## src/design/fpe_pkg.sv

```systemverilog
// Constants, field positions and the bus state type of the flash program and erase control block.
// Assumes an APB slave with 32-bit data and one register per aligned word.
package fpe_pkg;

    // Register indices; the byte address is four times the index, taken modulo 2**32.
    localparam logic [31:0] IDX_MODE_CTRL  = 32'hFFFF8580;
    localparam logic [31:0] IDX_ERR_STATUS = 32'hFFFF8581;
    localparam logic [31:0] IDX_BLOCK_SEL  = 32'hFFFF8582;
    localparam logic [31:0] IDX_OVERLAY    = 32'hFFFF8628;

    // Field positions of the mode control, error status and overlay registers.
    localparam int BIT_HW_WRITE_ENABLE = 7;
    localparam int BIT_SW_WRITE_ENABLE = 6;
    localparam int BIT_ERASE_SETUP     = 5;
    localparam int BIT_PROGRAM_SETUP   = 4;
    localparam int BIT_ERASE_VERIFY    = 3;
    localparam int BIT_PROGRAM_VERIFY  = 2;
    localparam int BIT_ERASE_START     = 1;
    localparam int BIT_PROGRAM_START   = 0;
    localparam int BIT_FLASH_ERROR     = 7;
    localparam int BIT_OVERLAY_SELECT  = 2;

    // Reset values.
    localparam logic [7:0]  RST_BYTE     = 8'h00;
    localparam logic [15:0] RST_OVERLAY  = 16'h0000;

    // Byte lane patterns of the three access sizes.
    localparam logic [3:0] STRB_BYTE = 4'h1;
    localparam logic [3:0] STRB_WORD = 4'h3;
    localparam logic [3:0] STRB_LONG = 4'hF;

    // Access lengths in clock cycles, setup cycle included, and the timer loads derived from them.
    localparam int          CYC_SHORT = 3;
    localparam int          CYC_LONG  = 6;
    localparam logic [2:0]  CNT_SHORT = 3'(CYC_SHORT - 2);
    localparam logic [2:0]  CNT_LONG  = 3'(CYC_LONG - 2);

    // Positions of the synchronised pins.
    localparam int PIN_PROTECT  = 0;
    localparam int PIN_FLASH_EN = 1;
    localparam int PIN_HW_STBY  = 2;
    localparam int PIN_SW_STBY  = 3;

    typedef enum logic [1:0] {
        FPE_IDLE = 2'b00,
        FPE_WAIT = 2'b01,
        FPE_DONE = 2'b11
    } fpe_state_type;

endpackage : fpe_pkg

```

## src/design/fpe_wait_if.sv

```systemverilog
// Carries the load request and the expiry pulse between the bus logic and its wait timer.
// Assumes both ends sit on the same clock.
`timescale 1ns/100ps
`default_nettype none
interface fpe_wait_if;
    logic       load;
    logic [2:0] count;
    logic       done;
    modport ctrl  (output load, output count, input done);
    modport timer (input load, input count, output done);
endinterface : fpe_wait_if
`default_nettype wire

```

## src/design/fpe_wait_timer.sv

```systemverilog
// Down counter that stretches each bus access to its documented length.
// Assumes the loader raises load for one cycle in the setup cycle of a transfer.
`timescale 1ns/100ps
`default_nettype none
module fpe_wait_timer (
    // Clock and reset.
    input  wire logic    pclk,
    input  wire logic    presetn,
    // Link to the bus logic.
    fpe_wait_if.timer    wt
);

    typedef struct packed {
        logic [2:0] cnt;
    } fpe_timer_state_type;

    fpe_timer_state_type q;
    fpe_timer_state_type next_q;

    always_comb begin
        next_q = q;
        if (wt.load) begin
            next_q.cnt = wt.count;
        end else if (q.cnt != 3'h0) begin
            next_q.cnt = q.cnt - 3'h1;
        end
    end

    always_ff @(posedge pclk or negedge presetn) begin
        if (!presetn) begin
            q <= '0;
        end else begin
            q <= next_q;
        end
    end

    // The last counted cycle marks the cycle before the answer.
    assign wt.done = (q.cnt == 3'h1);

endmodule : fpe_wait_timer
`default_nettype wire

```

## src/design/fpe_ctrl.sv

```systemverilog
// Flash program and erase control registers behind an APB slave port.
// Assumes pins arrive asynchronously and the error event comes from logic on pclk.
//
// Overview of operation
// Hardware write enable bit 7 is read-only and mirrors the protect pin.
// Software write enable can be set only while hardware write enable is 1.
// Setup and verify bit writes act only when both write enables are 1.
// Erase start write acts only with both enables and erase setup set.
// Program start write acts only with both enables and program setup set.
// Software enters program mode by enable, then program setup, then program start.
// Software enters erase mode by enable, then erase setup, then erase start.
// Setting a verify bit enters its verify mode, clearing it leaves.
// Erase start set means erase mode, cleared ends it; program start likewise.
// Software sets each setup, verify or start bit in a write of its own.
// Software sets the software enable before other mode bits or block bits.
// Reset and both standby kinds restore the mode control register.
// With flash disabled mode control and block select read zero, ignore writes.
// Error status is read-only and reads zero with flash disabled.
// The three byte registers take byte accesses only, three cycles each.
// Overlay register takes byte, word, longword; three cycles, longword six.
// Software writes zero to the lower word on an overlay longword write.
// Block select is forced to zero without both write enables.
// A set error flag blocks program and erase; only power-on reset clears it.
// Each set block select bit makes its block erasable; one at a time. Several set bits here enable all their blocks together.
// Overlay select set protects every flash block from program and erase.
//
// Register access over APB was left to the implementer.
`timescale 1ns/100ps
`default_nettype none
module fpe_ctrl (
    // Clock and power-on reset.
    input  wire logic        pclk,
    input  wire logic        presetn,
    // APB slave.
    input  wire logic        psel,
    input  wire logic        penable,
    input  wire logic        pwrite,
    input  wire logic [31:0] paddr,
    input  wire logic [31:0] pwdata,
    input  wire logic [3:0]  pstrb,
    output logic      [31:0] prdata,
    output logic             pready,
    output logic             pslverr,
    // Pins and status from the rest of the chip.
    input  wire logic        prog_protect_pin,
    input  wire logic        flash_enable_pin,
    input  wire logic        hw_standby_pin,
    input  wire logic        sw_standby_pin,
    input  wire logic        flash_error_event,
    // Mode outputs to the flash array.
    output logic             erase_mode,
    output logic             program_mode,
    output logic             erase_verify_mode,
    output logic             program_verify_mode,
    output logic      [7:0]  block_erase_enable,
    output logic             overlay_active,
    output logic      [1:0]  overlay_area
);

    typedef struct packed {
        fpe_pkg::fpe_state_type st;
        logic [3:0]  s1;
        logic [3:0]  s2;
        logic [3:0]  s3;
        logic [3:0]  filt;
        logic        sw_write_enable;
        logic        erase_setup;
        logic        program_setup;
        logic        erase_verify;
        logic        program_verify;
        logic        erase_start;
        logic        program_start;
        logic        flash_error_flag;
        logic [7:0]  erase_block_select;
        logic        overlay_select;
        logic [1:0]  area;
        logic [31:0] rdata;
        logic        ready;
        logic        err;
        logic        m_erase;
        logic        m_program;
        logic        m_ev;
        logic        m_pv;
        logic [7:0]  m_blocks;
        logic        m_overlay;
        logic [1:0]  m_area;
    } fpe_ctrl_state_type;

    fpe_ctrl_state_type q;
    fpe_ctrl_state_type next_q;

    fpe_wait_if wt ();

    fpe_wait_timer u_timer (
        .pclk    (pclk),
        .presetn (presetn),
        .wt      (wt.timer)
    );

    logic       hw_write_enable;
    logic       flash_en;
    logic       hit_mode;
    logic       hit_status;
    logic       hit_block;
    logic       hit_overlay;
    logic       is_long;
    logic       bad_access;
    logic       protect;
    logic       next_protect;
    logic [7:0] mode_byte;
    logic [7:0] w;

    assign hw_write_enable = q.filt[fpe_pkg::PIN_PROTECT];
    assign flash_en        = q.filt[fpe_pkg::PIN_FLASH_EN];
    assign hit_mode        = (paddr[31:2] == fpe_pkg::IDX_MODE_CTRL[29:0]);
    assign hit_status      = (paddr[31:2] == fpe_pkg::IDX_ERR_STATUS[29:0]);
    assign hit_block       = (paddr[31:2] == fpe_pkg::IDX_BLOCK_SEL[29:0]);
    assign hit_overlay     = (paddr[31:2] == fpe_pkg::IDX_OVERLAY[29:0]);
    assign is_long         = hit_overlay && pwrite && (pstrb == fpe_pkg::STRB_LONG);
    assign w               = pwdata[7:0];
    assign protect         = q.flash_error_flag || q.overlay_select || !hw_write_enable || !flash_en;
    assign mode_byte       = {hw_write_enable, q.sw_write_enable, q.erase_setup, q.program_setup,
                              q.erase_verify, q.program_verify, q.erase_start, q.program_start};

    // Unmapped addresses and wrong access sizes answer with an error and change nothing.
    always_comb begin
        bad_access = 1'b1;
        if (hit_mode || hit_status || hit_block) begin
            bad_access = pwrite && (pstrb != fpe_pkg::STRB_BYTE);
        end else if (hit_overlay) begin
            bad_access = pwrite && !(pstrb == fpe_pkg::STRB_BYTE || pstrb == fpe_pkg::STRB_WORD
                                     || pstrb == fpe_pkg::STRB_LONG);
        end
    end

    // The timer is loaded in the setup cycle with the length of the access less two.
    assign wt.load  = (q.st == fpe_pkg::FPE_IDLE) && psel && !penable;
    assign wt.count = is_long ? fpe_pkg::CNT_LONG : fpe_pkg::CNT_SHORT;

    always_comb begin
        next_q = q;

        // Three stage synchronisers; a change counts once the last two stages agree.
        next_q.s1 = {sw_standby_pin, hw_standby_pin, flash_enable_pin, prog_protect_pin};
        next_q.s2 = q.s1;
        next_q.s3 = q.s2;
        for (int i = 0; i < 4; i++) begin
            if (q.s2[i] == q.s3[i]) begin
                next_q.filt[i] = q.s3[i];
            end
        end

        // Bus sequencing.
        case (q.st)
            fpe_pkg::FPE_IDLE: begin
                if (psel && !penable) begin
                    next_q.st = fpe_pkg::FPE_WAIT;
                end
            end
            fpe_pkg::FPE_WAIT: begin
                if (wt.done) begin
                    next_q.st    = fpe_pkg::FPE_DONE;
                    next_q.ready = 1'b1;
                    next_q.err   = bad_access;
                    next_q.rdata = 32'h0000_0000;
                    if (!bad_access && !pwrite) begin
                        if (hit_mode && flash_en) begin
                            next_q.rdata[7:0] = mode_byte;
                        end else if (hit_status && flash_en) begin
                            next_q.rdata[fpe_pkg::BIT_FLASH_ERROR] = q.flash_error_flag;
                        end else if (hit_block && flash_en) begin
                            next_q.rdata[7:0] = q.erase_block_select;
                        end else if (hit_overlay) begin
                            next_q.rdata[fpe_pkg::BIT_OVERLAY_SELECT] = q.overlay_select;
                            next_q.rdata[1:0] = q.area;
                        end
                    end
                end
            end
            fpe_pkg::FPE_DONE: begin
                next_q.st    = fpe_pkg::FPE_IDLE;
                next_q.ready = 1'b0;
                next_q.err   = 1'b0;
                if (pwrite && !q.err && flash_en && hit_mode) begin
                    if (hw_write_enable) begin
                        next_q.sw_write_enable = w[fpe_pkg::BIT_SW_WRITE_ENABLE];
                    end
                    if (hw_write_enable && q.sw_write_enable) begin
                        next_q.erase_setup    = w[fpe_pkg::BIT_ERASE_SETUP];
                        next_q.program_setup  = w[fpe_pkg::BIT_PROGRAM_SETUP];
                        next_q.erase_verify   = w[fpe_pkg::BIT_ERASE_VERIFY];
                        next_q.program_verify = w[fpe_pkg::BIT_PROGRAM_VERIFY];
                    end
                    if (hw_write_enable && q.sw_write_enable && q.erase_setup) begin
                        next_q.erase_start = w[fpe_pkg::BIT_ERASE_START];
                    end
                    if (hw_write_enable && q.sw_write_enable && q.program_setup) begin
                        next_q.program_start = w[fpe_pkg::BIT_PROGRAM_START];
                    end
                end
                if (pwrite && !q.err && flash_en && hit_block && hw_write_enable && q.sw_write_enable) begin
                    next_q.erase_block_select = w;
                end
                if (pwrite && !q.err && hit_overlay) begin
                    next_q.overlay_select = w[fpe_pkg::BIT_OVERLAY_SELECT];
                    next_q.area           = w[1:0];
                end
            end
            default: begin
                next_q.st    = fpe_pkg::FPE_IDLE;
                next_q.ready = 1'b0;
                next_q.err   = 1'b0;
            end
        endcase

        // Block select stays clear without both write enables.
        if (!hw_write_enable || !q.sw_write_enable) begin
            next_q.erase_block_select = fpe_pkg::RST_BYTE;
        end

        // Hardware protection and standby restore the software bits of the mode register.
        if (!hw_write_enable || q.filt[fpe_pkg::PIN_HW_STBY] || q.filt[fpe_pkg::PIN_SW_STBY]) begin
            next_q.sw_write_enable    = 1'b0;
            next_q.erase_setup        = 1'b0;
            next_q.program_setup      = 1'b0;
            next_q.erase_verify       = 1'b0;
            next_q.program_verify     = 1'b0;
            next_q.erase_start        = 1'b0;
            next_q.program_start      = 1'b0;
            next_q.erase_block_select = fpe_pkg::RST_BYTE;
        end
        if (q.filt[fpe_pkg::PIN_HW_STBY]) begin
            next_q.overlay_select = 1'b0;
            next_q.area           = 2'h0;
        end

        // The error flag is sticky; only the power-on reset clears it.
        if (flash_error_event) begin
            next_q.flash_error_flag = 1'b1;
        end

        // Mode outputs follow the state being loaded, so a protecting write blocks program and erase at once.
        next_protect     = next_q.flash_error_flag || next_q.overlay_select
                           || !next_q.filt[fpe_pkg::PIN_PROTECT] || !next_q.filt[fpe_pkg::PIN_FLASH_EN];
        next_q.m_erase   = next_q.erase_start && !next_protect;
        next_q.m_program = next_q.program_start && !next_protect;
        next_q.m_ev      = next_q.erase_verify && next_q.filt[fpe_pkg::PIN_FLASH_EN];
        next_q.m_pv      = next_q.program_verify && next_q.filt[fpe_pkg::PIN_FLASH_EN];
        next_q.m_blocks  = next_protect ? 8'h00 : next_q.erase_block_select;
        next_q.m_overlay = next_q.overlay_select;
        next_q.m_area    = next_q.area;
    end

    always_ff @(posedge pclk or negedge presetn) begin
        if (!presetn) begin
            q <= '0;
        end else begin
            q <= next_q;
        end
    end

    assign prdata              = q.rdata;
    assign pready              = q.ready;
    assign pslverr             = q.err;
    assign erase_mode          = q.m_erase;
    assign program_mode        = q.m_program;
    assign erase_verify_mode   = q.m_ev;
    assign program_verify_mode = q.m_pv;
    assign block_erase_enable  = q.m_blocks;
    assign overlay_active      = q.m_overlay;
    assign overlay_area        = q.m_area;
endmodule : fpe_ctrl
`default_nettype wire

```

## config.mk

```make
export PLATFORM = sky130hd
export DESIGN_NAME = fpe_ctrl
export DESIGN_NICKNAME = d
export VERILOG_FILES = /design/src/design/fpe_pkg.sv /design/src/design/fpe_wait_if.sv /design/src/design/fpe_wait_timer.sv /design/src/design/fpe_ctrl.sv
export SDC_FILE = /design/constraint.sdc
export NUM_CORES = 1
export LEC_CHECK = 0
export BUFFER_PORTS_ARGS = -buffer_cell sky130_fd_sc_hd__clkbuf_2
export CAP_MARGIN = 20
export CORE_ASPECT_RATIO = 1.5
export CORE_UTILIZATION = 48
export DETAILED_ROUTE_END_ITERATION = 12
export HOLD_SLACK_MARGIN = 0.15
export PLACE_DENSITY = 0.8
export SETUP_SLACK_MARGIN = 0.1
export SYNTH_ARGS = -nofsm -noshare
export SYNTH_HDL_FRONTEND = slang
export SYNTH_SLANG_ARGS = --single-unit
```

## constraint.sdc

```tcl
create_clock -name pclk -period 2.55 [get_ports pclk]
set_input_delay 0.255 -clock pclk [delete_from_list [all_inputs] [get_ports pclk]]
set_output_delay 0.255 -clock pclk [all_outputs]
set_load 0.02 [all_outputs]
```

==> summary.md, run 1 <==
| Metric | Value |
|---|---|
| Status | complete, no violations |
| Top post-synthesis cells by area | dfrtp_1 52%, buf_4 10%, mux2i_1 8.0% |
| Number of synthesized register bits | between 60 and 70 |
| Seq/Total Area, Yosys | 51.6% |
| Gpl congestion | 0.876 |
| Most common cell after layout, fill and taps aside | clkbuf_2 |
| First-pass GRT wire length | 9.85 mm |
| Adder-cell share of the synthesized area | around 2.6% |
| Rows | 35 |
| Number of max-cap violations | 0 |
| Synth top area share | approximately half |
| Initial Util | ~49% |
| DRC viols | 0 |
| Crit Path Class | reg -> reg |
| Slew Limit Fails | 0 |
| Post-DRT Antenna Nets | 0 |
| Die height | approximately 100 µm |
| Max Clock Skew | between 0.009 and 0.01 ns |
| Synth warn | 0 |
| Async SR Flop Fraction | 100% |
| Top delay family on crit path | simple AND/OR/NAND/NOR gates |
| Final setup violation count | 0 |
| CP max stage cell | or4bb_1 |
| Die area | 0.00659 mm² |
| Cells after Synth | 279 |
| Tmin final | 2.10 ns |
| Slew margin rel. | 38.4% |
| Post-route cell area | 0.00355 mm² |
| Largest family of logic cells by synthesized area | simple AND/OR/NAND/NOR gates |
| Final Hold Vio Count | 0 |
| CTS buffer count | 9 |
| Pwr dens | 691 mW/mm² |
| CP bufs+invs | 0 |
| ANT cells | 0 |
| Gr ovfl total | 0 |
| Simple-gate share of the synthesized area | 19.1% |
| Syn_area_per_cell | 10.8 µm² |
| Router iterations before antenna repair | 4 |
| Clock-pin slew on the worst setup and hold paths | 0.07 ns |
| Avg WL per Cell | approximately 14 µm |
| Nets@finish | 440 |
| EDFF count, synth | 0 |
| Total core area | 0.00609 mm² |
| Post-synth top area cell | dfrtp_1 |
| # IOs | ~130 |
| RSZ-0062 raised after global routing | no |
| Share of post-route cells with drive strength above 1 | 30.7% |
| Mux share of post-synthesis cell area | 8.74% |
| Vias in the first global route | 2185 |
| Crit path largest cell delay | 0.51 ns |
| CP Data Required Time | 2.76 ns |
| Worst VDD drop | 0.000405 V |
| # H-tree levels | 3 |
| CTS tree | built |
| Vias per inst | 5.09 |
| Largest net degree at the start of global routing | 39 |
| Worst-Margin Slew | roughly 0.9 ns |
| Min-delay worst type | in -> reg |
| Synth cell types | 47 |
| Initial antenna violation count | 0 |
| Buffers on Ports | 76 |
| Setup crit start kind | register |
| Clk buf depth | 2 |
| Sum Neg Setup Slack | 0 ns |
| Critical path cell sequence | or4bb_1, nor3_1, nand4b_1, mux2i_1, nor2_1 |
| Detailed-placement wirelength estimate | 4.67 mm |
| Clk root buf | clkbuf_8 |
| GRT Overall Usage | a little over 20% |
| Primary FF master, synth | dfrtp_1 |
| Sink Count | a little over 60 |
| Vias | 2221 |
| Initial drt markers | 109 |
| Critical path fanouts, max | 4 |
| Area Growth Syn to Fin | 18.0% |
| Crit path capture type | register |
| Final WL | 6.11 mm |
| Post-CTS Setup Bufs | 0 |
| Mapped Area | 0.00301 mm² |
| Worst skew pair latency | 0.33 ns |
| Crit path DAT | 2.31 ns |
| Synth Area in XOR/XNOR | 0.291% |
| Die W | between 60 and 70 µm |
| Most frequent cells in the layout | 76 x clkbuf_2, 62 x dfrtp_1, 36 x nor2_1, 24 x mux2i_1, 24 x conb_1 |
| Fmax | 0.476 GHz |
| Synth Area in Compound Gates | 5.53% |
| Leakage power | 1.87 nW |
| Fin crit share | 82.4% |
| Placed instance area | approximately 0.0033 mm² |
## area by class of cell
class | instances | area (µm²)
Clock buffer | 13 | 169
Clock inverter | 1 | 5.00
Fill cell | 516 | 2540
Inverter | 8 | 30.0
Multi-Input combinational cell | 185 | 1180
Sequential cell | 62 | 1550
Tap cell | 74 | 92.6
Timing Repair Buffer | 93 | 523
## what timing repair did
item,in CTS,in global routing
resized for setup,0,0
endpoints found under the hold margin,41,0
hold buffers,6,0
## cell usage after synthesis (all sizes together) (2+ instances only)
cell type and n:
ha 3, mux2i 24, nand2b 6, nand4b 3, nor4bb 2, maj3 4, and3 5, a31oi 3
nor2 36, o21ai 11, inv 8, clkbuf 4, nand4 8, dfrtp 62, mux2 2, or3b 2
buf 43, nand3 7, nor4 4, nand4bb 2, nor3 3, a21oi 3, nand2 15
## worst paths after layout
| kind | from | endpoint | slack, ns | depth (start not counted) |
|---|---|---|---|---|
| worst max-delay path | flash_en$_DFF_PN0_ | program_verify_mode$_DFF_PN0_ | 0.45 | 5 |
| worst min-delay path | psel | q[84]$_DFFE_PN0P_ | 0.18 | 3 |
| worst max register to register | flash_en$_DFF_PN0_ | program_verify_mode$_DFF_PN0_ | 0.45 | 5 |
| worst min register to register | next_q[77]$_DFF_PN0_ | next_q[73]$_DFF_PN0_ | 0.35 | 0 |
| max in group asynchronous | presetn | prdata[7]$_DFFE_PN0P_ | 1.22 | 3 |
| min in group asynchronous | presetn | q[56]$_DFF_PN0_ | 0.59 | 2 |
## metal layers
layer  part of all wire (%)  track usage [%]  vias to the layer above  routed length (µm)
met3                    5.8             5.79                       19                 357
li1                       -                -                     1065                   -
met4                    3.2             11.5                        0                 197
met5                      0                0                        -                   0
met2                     53             34.1                       79                3230
met1                     38             22.3                     1058                2320
## flip-flops by register name, indices dropped and copies added (netlist names), 2 cells and up
| signal | flops |
|---|---|
| prdata | 8 |
| q | 17 |
| u_timer.q | 3 |
| overlay_area | 2 |
| next_q | 8 |
| block_erase_enable | 8 |
| mode_byte | 7 |
## per-stage QoR
step / hold slack [ns] / util [%] / power (mW) / instances / setup WS (ns)
CTS: 0.174 / 58.3 / 2.47 / 436 / 0.433
floorplan: -0.0406 / - / 1.61 / 302 / 0.361
finish: 0.179 / 58.3 / 2.45 / 436 / 0.448
global route: 0.208 / 58.3 / 2.58 / 436 / 0.309
detailed placement: 0.336 / 54.5 / 1.71 / 416 / 0.132
global placement: 0.331 / 54.5 / 1.68 / 416 / 0.155
## worst register-to-register path: cells and delay by family, from the launching register on
family           cells  cell delay, ns
multiplexers         1            0.29
AND/OR/NAND/NOR      4            1.33
flip-flops           1            0.37
## power breakdown
| group | switching (mW) | internal (mW) |
|---|---|---|
| logic | 0.315 | 0.208 |
| clock network | 0.334 | 0.420 |
| registers | 0.0765 | 1.10 |
| total | 0.726 | 1.73 |
## cells by family (layout without fill, tap and decap cells)
kind of cell	after synthesis	count (layout)
AOI/OAI and AO/OA	26	26
xor gates and xnor gates	1	1
adders and majority gates	7	7
buffers and inverters	55	115
DFF	62	62
muxes	26	26
other	1	24
and+or+nand+nor	101	101
(Power assumes the default switching activity.)
==> inputs of run 2 (changes only) <==
clock period = 2 ns   (was 2.55 ns; I/O delays follow)
==> run 2 against run 1 <==
Compared with the run above: flip-flop and latch count did not move; fmax is 11% higher; clock skew shrank 0.0041 ns; critical path depth up 1; sequential power increased by 26%; register-to-register slack got worse by 0.35 ns; combinational power grew 37%; sequential share of layout area shrank 2.6 points; die area unchanged; non-clock buffer count up 17; critical endpoint is now block_erase_enable[6]$_DFF_PN0_.
==> summary.md, run 2 (synthesis results as in run 1) <==
| Metric | Value |
|---|---|
| Status | complete, no violations |
| CTS buffer count | 9 (unchanged) |
| Pwr dens | 861 mW/mm² (+25%) |
| Layout Cells excl Fill | 454 (+4.1%) |
| Crit path from | flash_en$_DFF_PN0_ |
| Die height | 99.0 µm (unchanged) |
| Most common cell after layout, fill and taps aside | clkbuf_2 |
| Detailed-placement wirelength estimate | 4.62 mm (-0.96%) |
| Clock-pin slew on the worst setup and hold paths | 0.06 ns (about the same) |
| Avg WL per Cell | 13.8 µm (-1.8%) |
| Crit path depth | 6 (+1) |
| Fmax | 0.527 GHz (+11%) |
| Vias in the first global route | 2185 (unchanged) |
| Area Growth Syn to Fin | 25.6% |
| Sink Count | 62 (unchanged) |
| Final Hold Vio Count | 0 (unchanged) |
| Router iterations before antenna repair | 7 (+3) |
| Fill cell count | 513 (-0.58%) |
| Fin crit share | 94.9% (+12 points) |
| Setup crit start kind | register |
| # IOs | 127 (unchanged) |
| Reg2reg setup slack | 0.10 ns (-0.35 ns) |
| Gpl congestion | 0.869 (-0.79%) |
| Post-route cell area | 0.00378 mm² (+6.4%) |
| Gr ovfl total | 0 (unchanged) |
| Rows | 35 (unchanged) |
| RR Startpoint | flash_en$_DFF_PN0_ |
| Sum Neg Setup Slack | 0 ns (unchanged) |
| Vias per inst | 5.07 (-0.38%) |
| Most frequent cells in the layout | 76 x clkbuf_2, 62 x dfrtp_1, 35 x nor2_1, 24 x conb_1, 21 x buf_4 |
| Final WL | 6.25 mm (+2.2%) |
| Crit Path Class | reg -> reg |
| Number of max-cap violations | 0 (unchanged) |
| Vias | 2304 (+3.7%) |
| Critical path fanouts, max | 8 (+4) |
| Top delay family on crit path | simple AND/OR/NAND/NOR gates |
| Tmin final | 1.90 ns (-0.204 ns) |
| Initial Util | 49.4% (unchanged) |
| Critical path cell sequence | or4bb_1, nor2_1, buf_4, nand4_4, mux2i_1, nor2_1 |
| CP Data Required Time | 2.21 ns (-0.55 ns) |
| Max Clock Skew | 0.00523 ns (-0.00414 ns) |
| Inst Count DP | 423 (+1.7%) |
| Final setup violation count | 0 (unchanged) |
| Crit path capture type | register |
| Worst skew pair latency | 0.34 ns (about the same) |
| Post-DRT Antenna Nets | 0 (unchanged) |
| Worst R2R End | block_erase_enable[6]$_DFF_PN0_ |
| Total core area | 0.00609 mm² (unchanged) |
| CTS tree | built |
| GRT Overall Usage | 20.6% (+0.27 points) |
| Most frequent cell on the critical path | nor2_1 |
| Worst VDD drop | 0.000565 V (+39%) |
| Multi-input gate area | 0.00124 mm² (+5.6%) |
| Reg2reg path depth | 6 (+1) |
| Critical path destination | block_erase_enable[6]$_DFF_PN0_ |
| DRC viols | 0 (unchanged) |
| Buffers on Ports | 76 (unchanged) |
| Worst-Margin Slew | 0.742 ns (-0.181 ns) |
| Placed instance area | 0.00339 mm² (+2.3%) |
| Crit path DAT | 2.10 ns (-0.21 ns) |
| Initial antenna violation count | 0 (unchanged) |
| Slew margin rel. | 50.5% (+12 points) |
| Clk root buf | clkbuf_8 |
| Min-delay worst type | in -> reg |
| Share of post-route cells with drive strength above 1 | 34.5% (+3.8 points) |
| Reg area | 0.00155 mm² (unchanged) |
| RSZ-0062 raised after global routing | yes |
| Clk buf depth | 2 (unchanged) |
| Leakage power | 1.95 nW (+4.3%) |
| Die area | 0.00659 mm² (unchanged) |
| Max reg flops | 17 (unchanged) |
| CP bufs+invs | 1 (+1) |
| Slew Limit Fails | 0 (unchanged) |
| Register with the most flip-flops | q |
| Crit path largest cell delay | 0.52 ns (about the same) |
| CP max stage cell | or4bb_1 |
| First-pass GRT wire length | 9.87 mm (+0.20%) |
| Final Power | 3.25 mW (+33%) |
| Largest net degree at the start of global routing | 63 (+62%) |
| # H-tree levels | 3 (unchanged) |
| Setup ws final | 0.102 ns (-0.346 ns) |
| Nets@finish | 457 (+3.9%) |
| ANT cells | 0 (unchanged) |
| Initial drt markers | 67 (-39%) |
| Placement Setup Slack | -0.153 ns (-0.285 ns) |
| Die W | 66.6 µm (unchanged) |
==> run 2: cell count changes in the layout (fill, tap and decap cells not counted), sizes merged <==
cell | previous run | this run
clkinv | 1 | 2
buf | 11 | 22
clkinvlp | 0 | 1
bufinv | 0 | 1
dlygate4sd3 | 6 | 12
clkbuf | 89 | 87
==> run 2: area by class of cell <==
cell class / instances / share of cell area, %
Inverter: 8 / 0.795
Timing Repair Buffer: 110 / 17.7
Sequential cell: 62 / 41.1
Tap cell: 74 / 2.45
Clock inverter: 4 / 1.26
Clock buffer: 11 / 3.74
Multi-Input combinational cell: 185 / 33.0
==> run 2: stage by stage <==
stage	hold slack, ns	utilization (%)
3_3_place_gp	0.308	55.7
2_1_floorplan	-0.0956	-
5_1_grt	0.178	62.1
3_5_place_dp	0.311	55.7
6_report	0.185	62.1
4_1_cts	0.157	61.0
==> run 2: worst min path at each step <==
stage               slack [ns]  cells after the start              from                               to
finish                    0.19                      3         pwdata[7]                  q[59]$_DFF_PN0_
global route              0.18                      3         pwdata[7]                  q[59]$_DFF_PN0_
CTS                       0.16                      3         pwdata[7]  block_erase_enable[7]$_DFF_PN0_
detailed placement        0.31                      1    sw_standby_pin             next_q[79]$_DFF_PN0_
global placement          0.31                      1  flash_enable_pin             next_q[77]$_DFF_PN0_
floorplan                 -0.1                      0           presetn  block_erase_enable[0]$_DFF_PN0_
==> run 2: worst reg2reg max path, delay by kind of cell, from the launching register on <==
family | cells | cell delay (ns)
buffers and inverters | 1 | 0.15
AND/OR/NAND/NOR | 4 | 0.95
flip-flops | 1 | 0.35
multiplexers | 1 | 0.32
==> run 2: routing by layer <==
metal / up-vias / global-route usage, % / part of all wire [%]
met1: 1109 / 22.9 / 38
met3: 19 / 5.90 / 5.1
met4: 0 / 11.9 / 3.6
li1: 1101 / - / -
met5: - / 0 / 0
met2: 75 / 34.1 / 53
==> run 2: power by group <==
| part | switching, mW | internal [mW] |
|---|---|---|
| clock network | 0.449 | 0.598 |
| registers | 0.0908 | 1.40 |
| logic | 0.416 | 0.299 |
| total | 0.956 | 2.30 |
==> run 2: repair_timing <==
item,in CTS,in global routing
pin swaps,2,7
hold buffers,12,0
resized for setup,2,8
setup endpoints to repair,11,24
endpoints found under the hold margin,75,0
buffers inserted,1,3
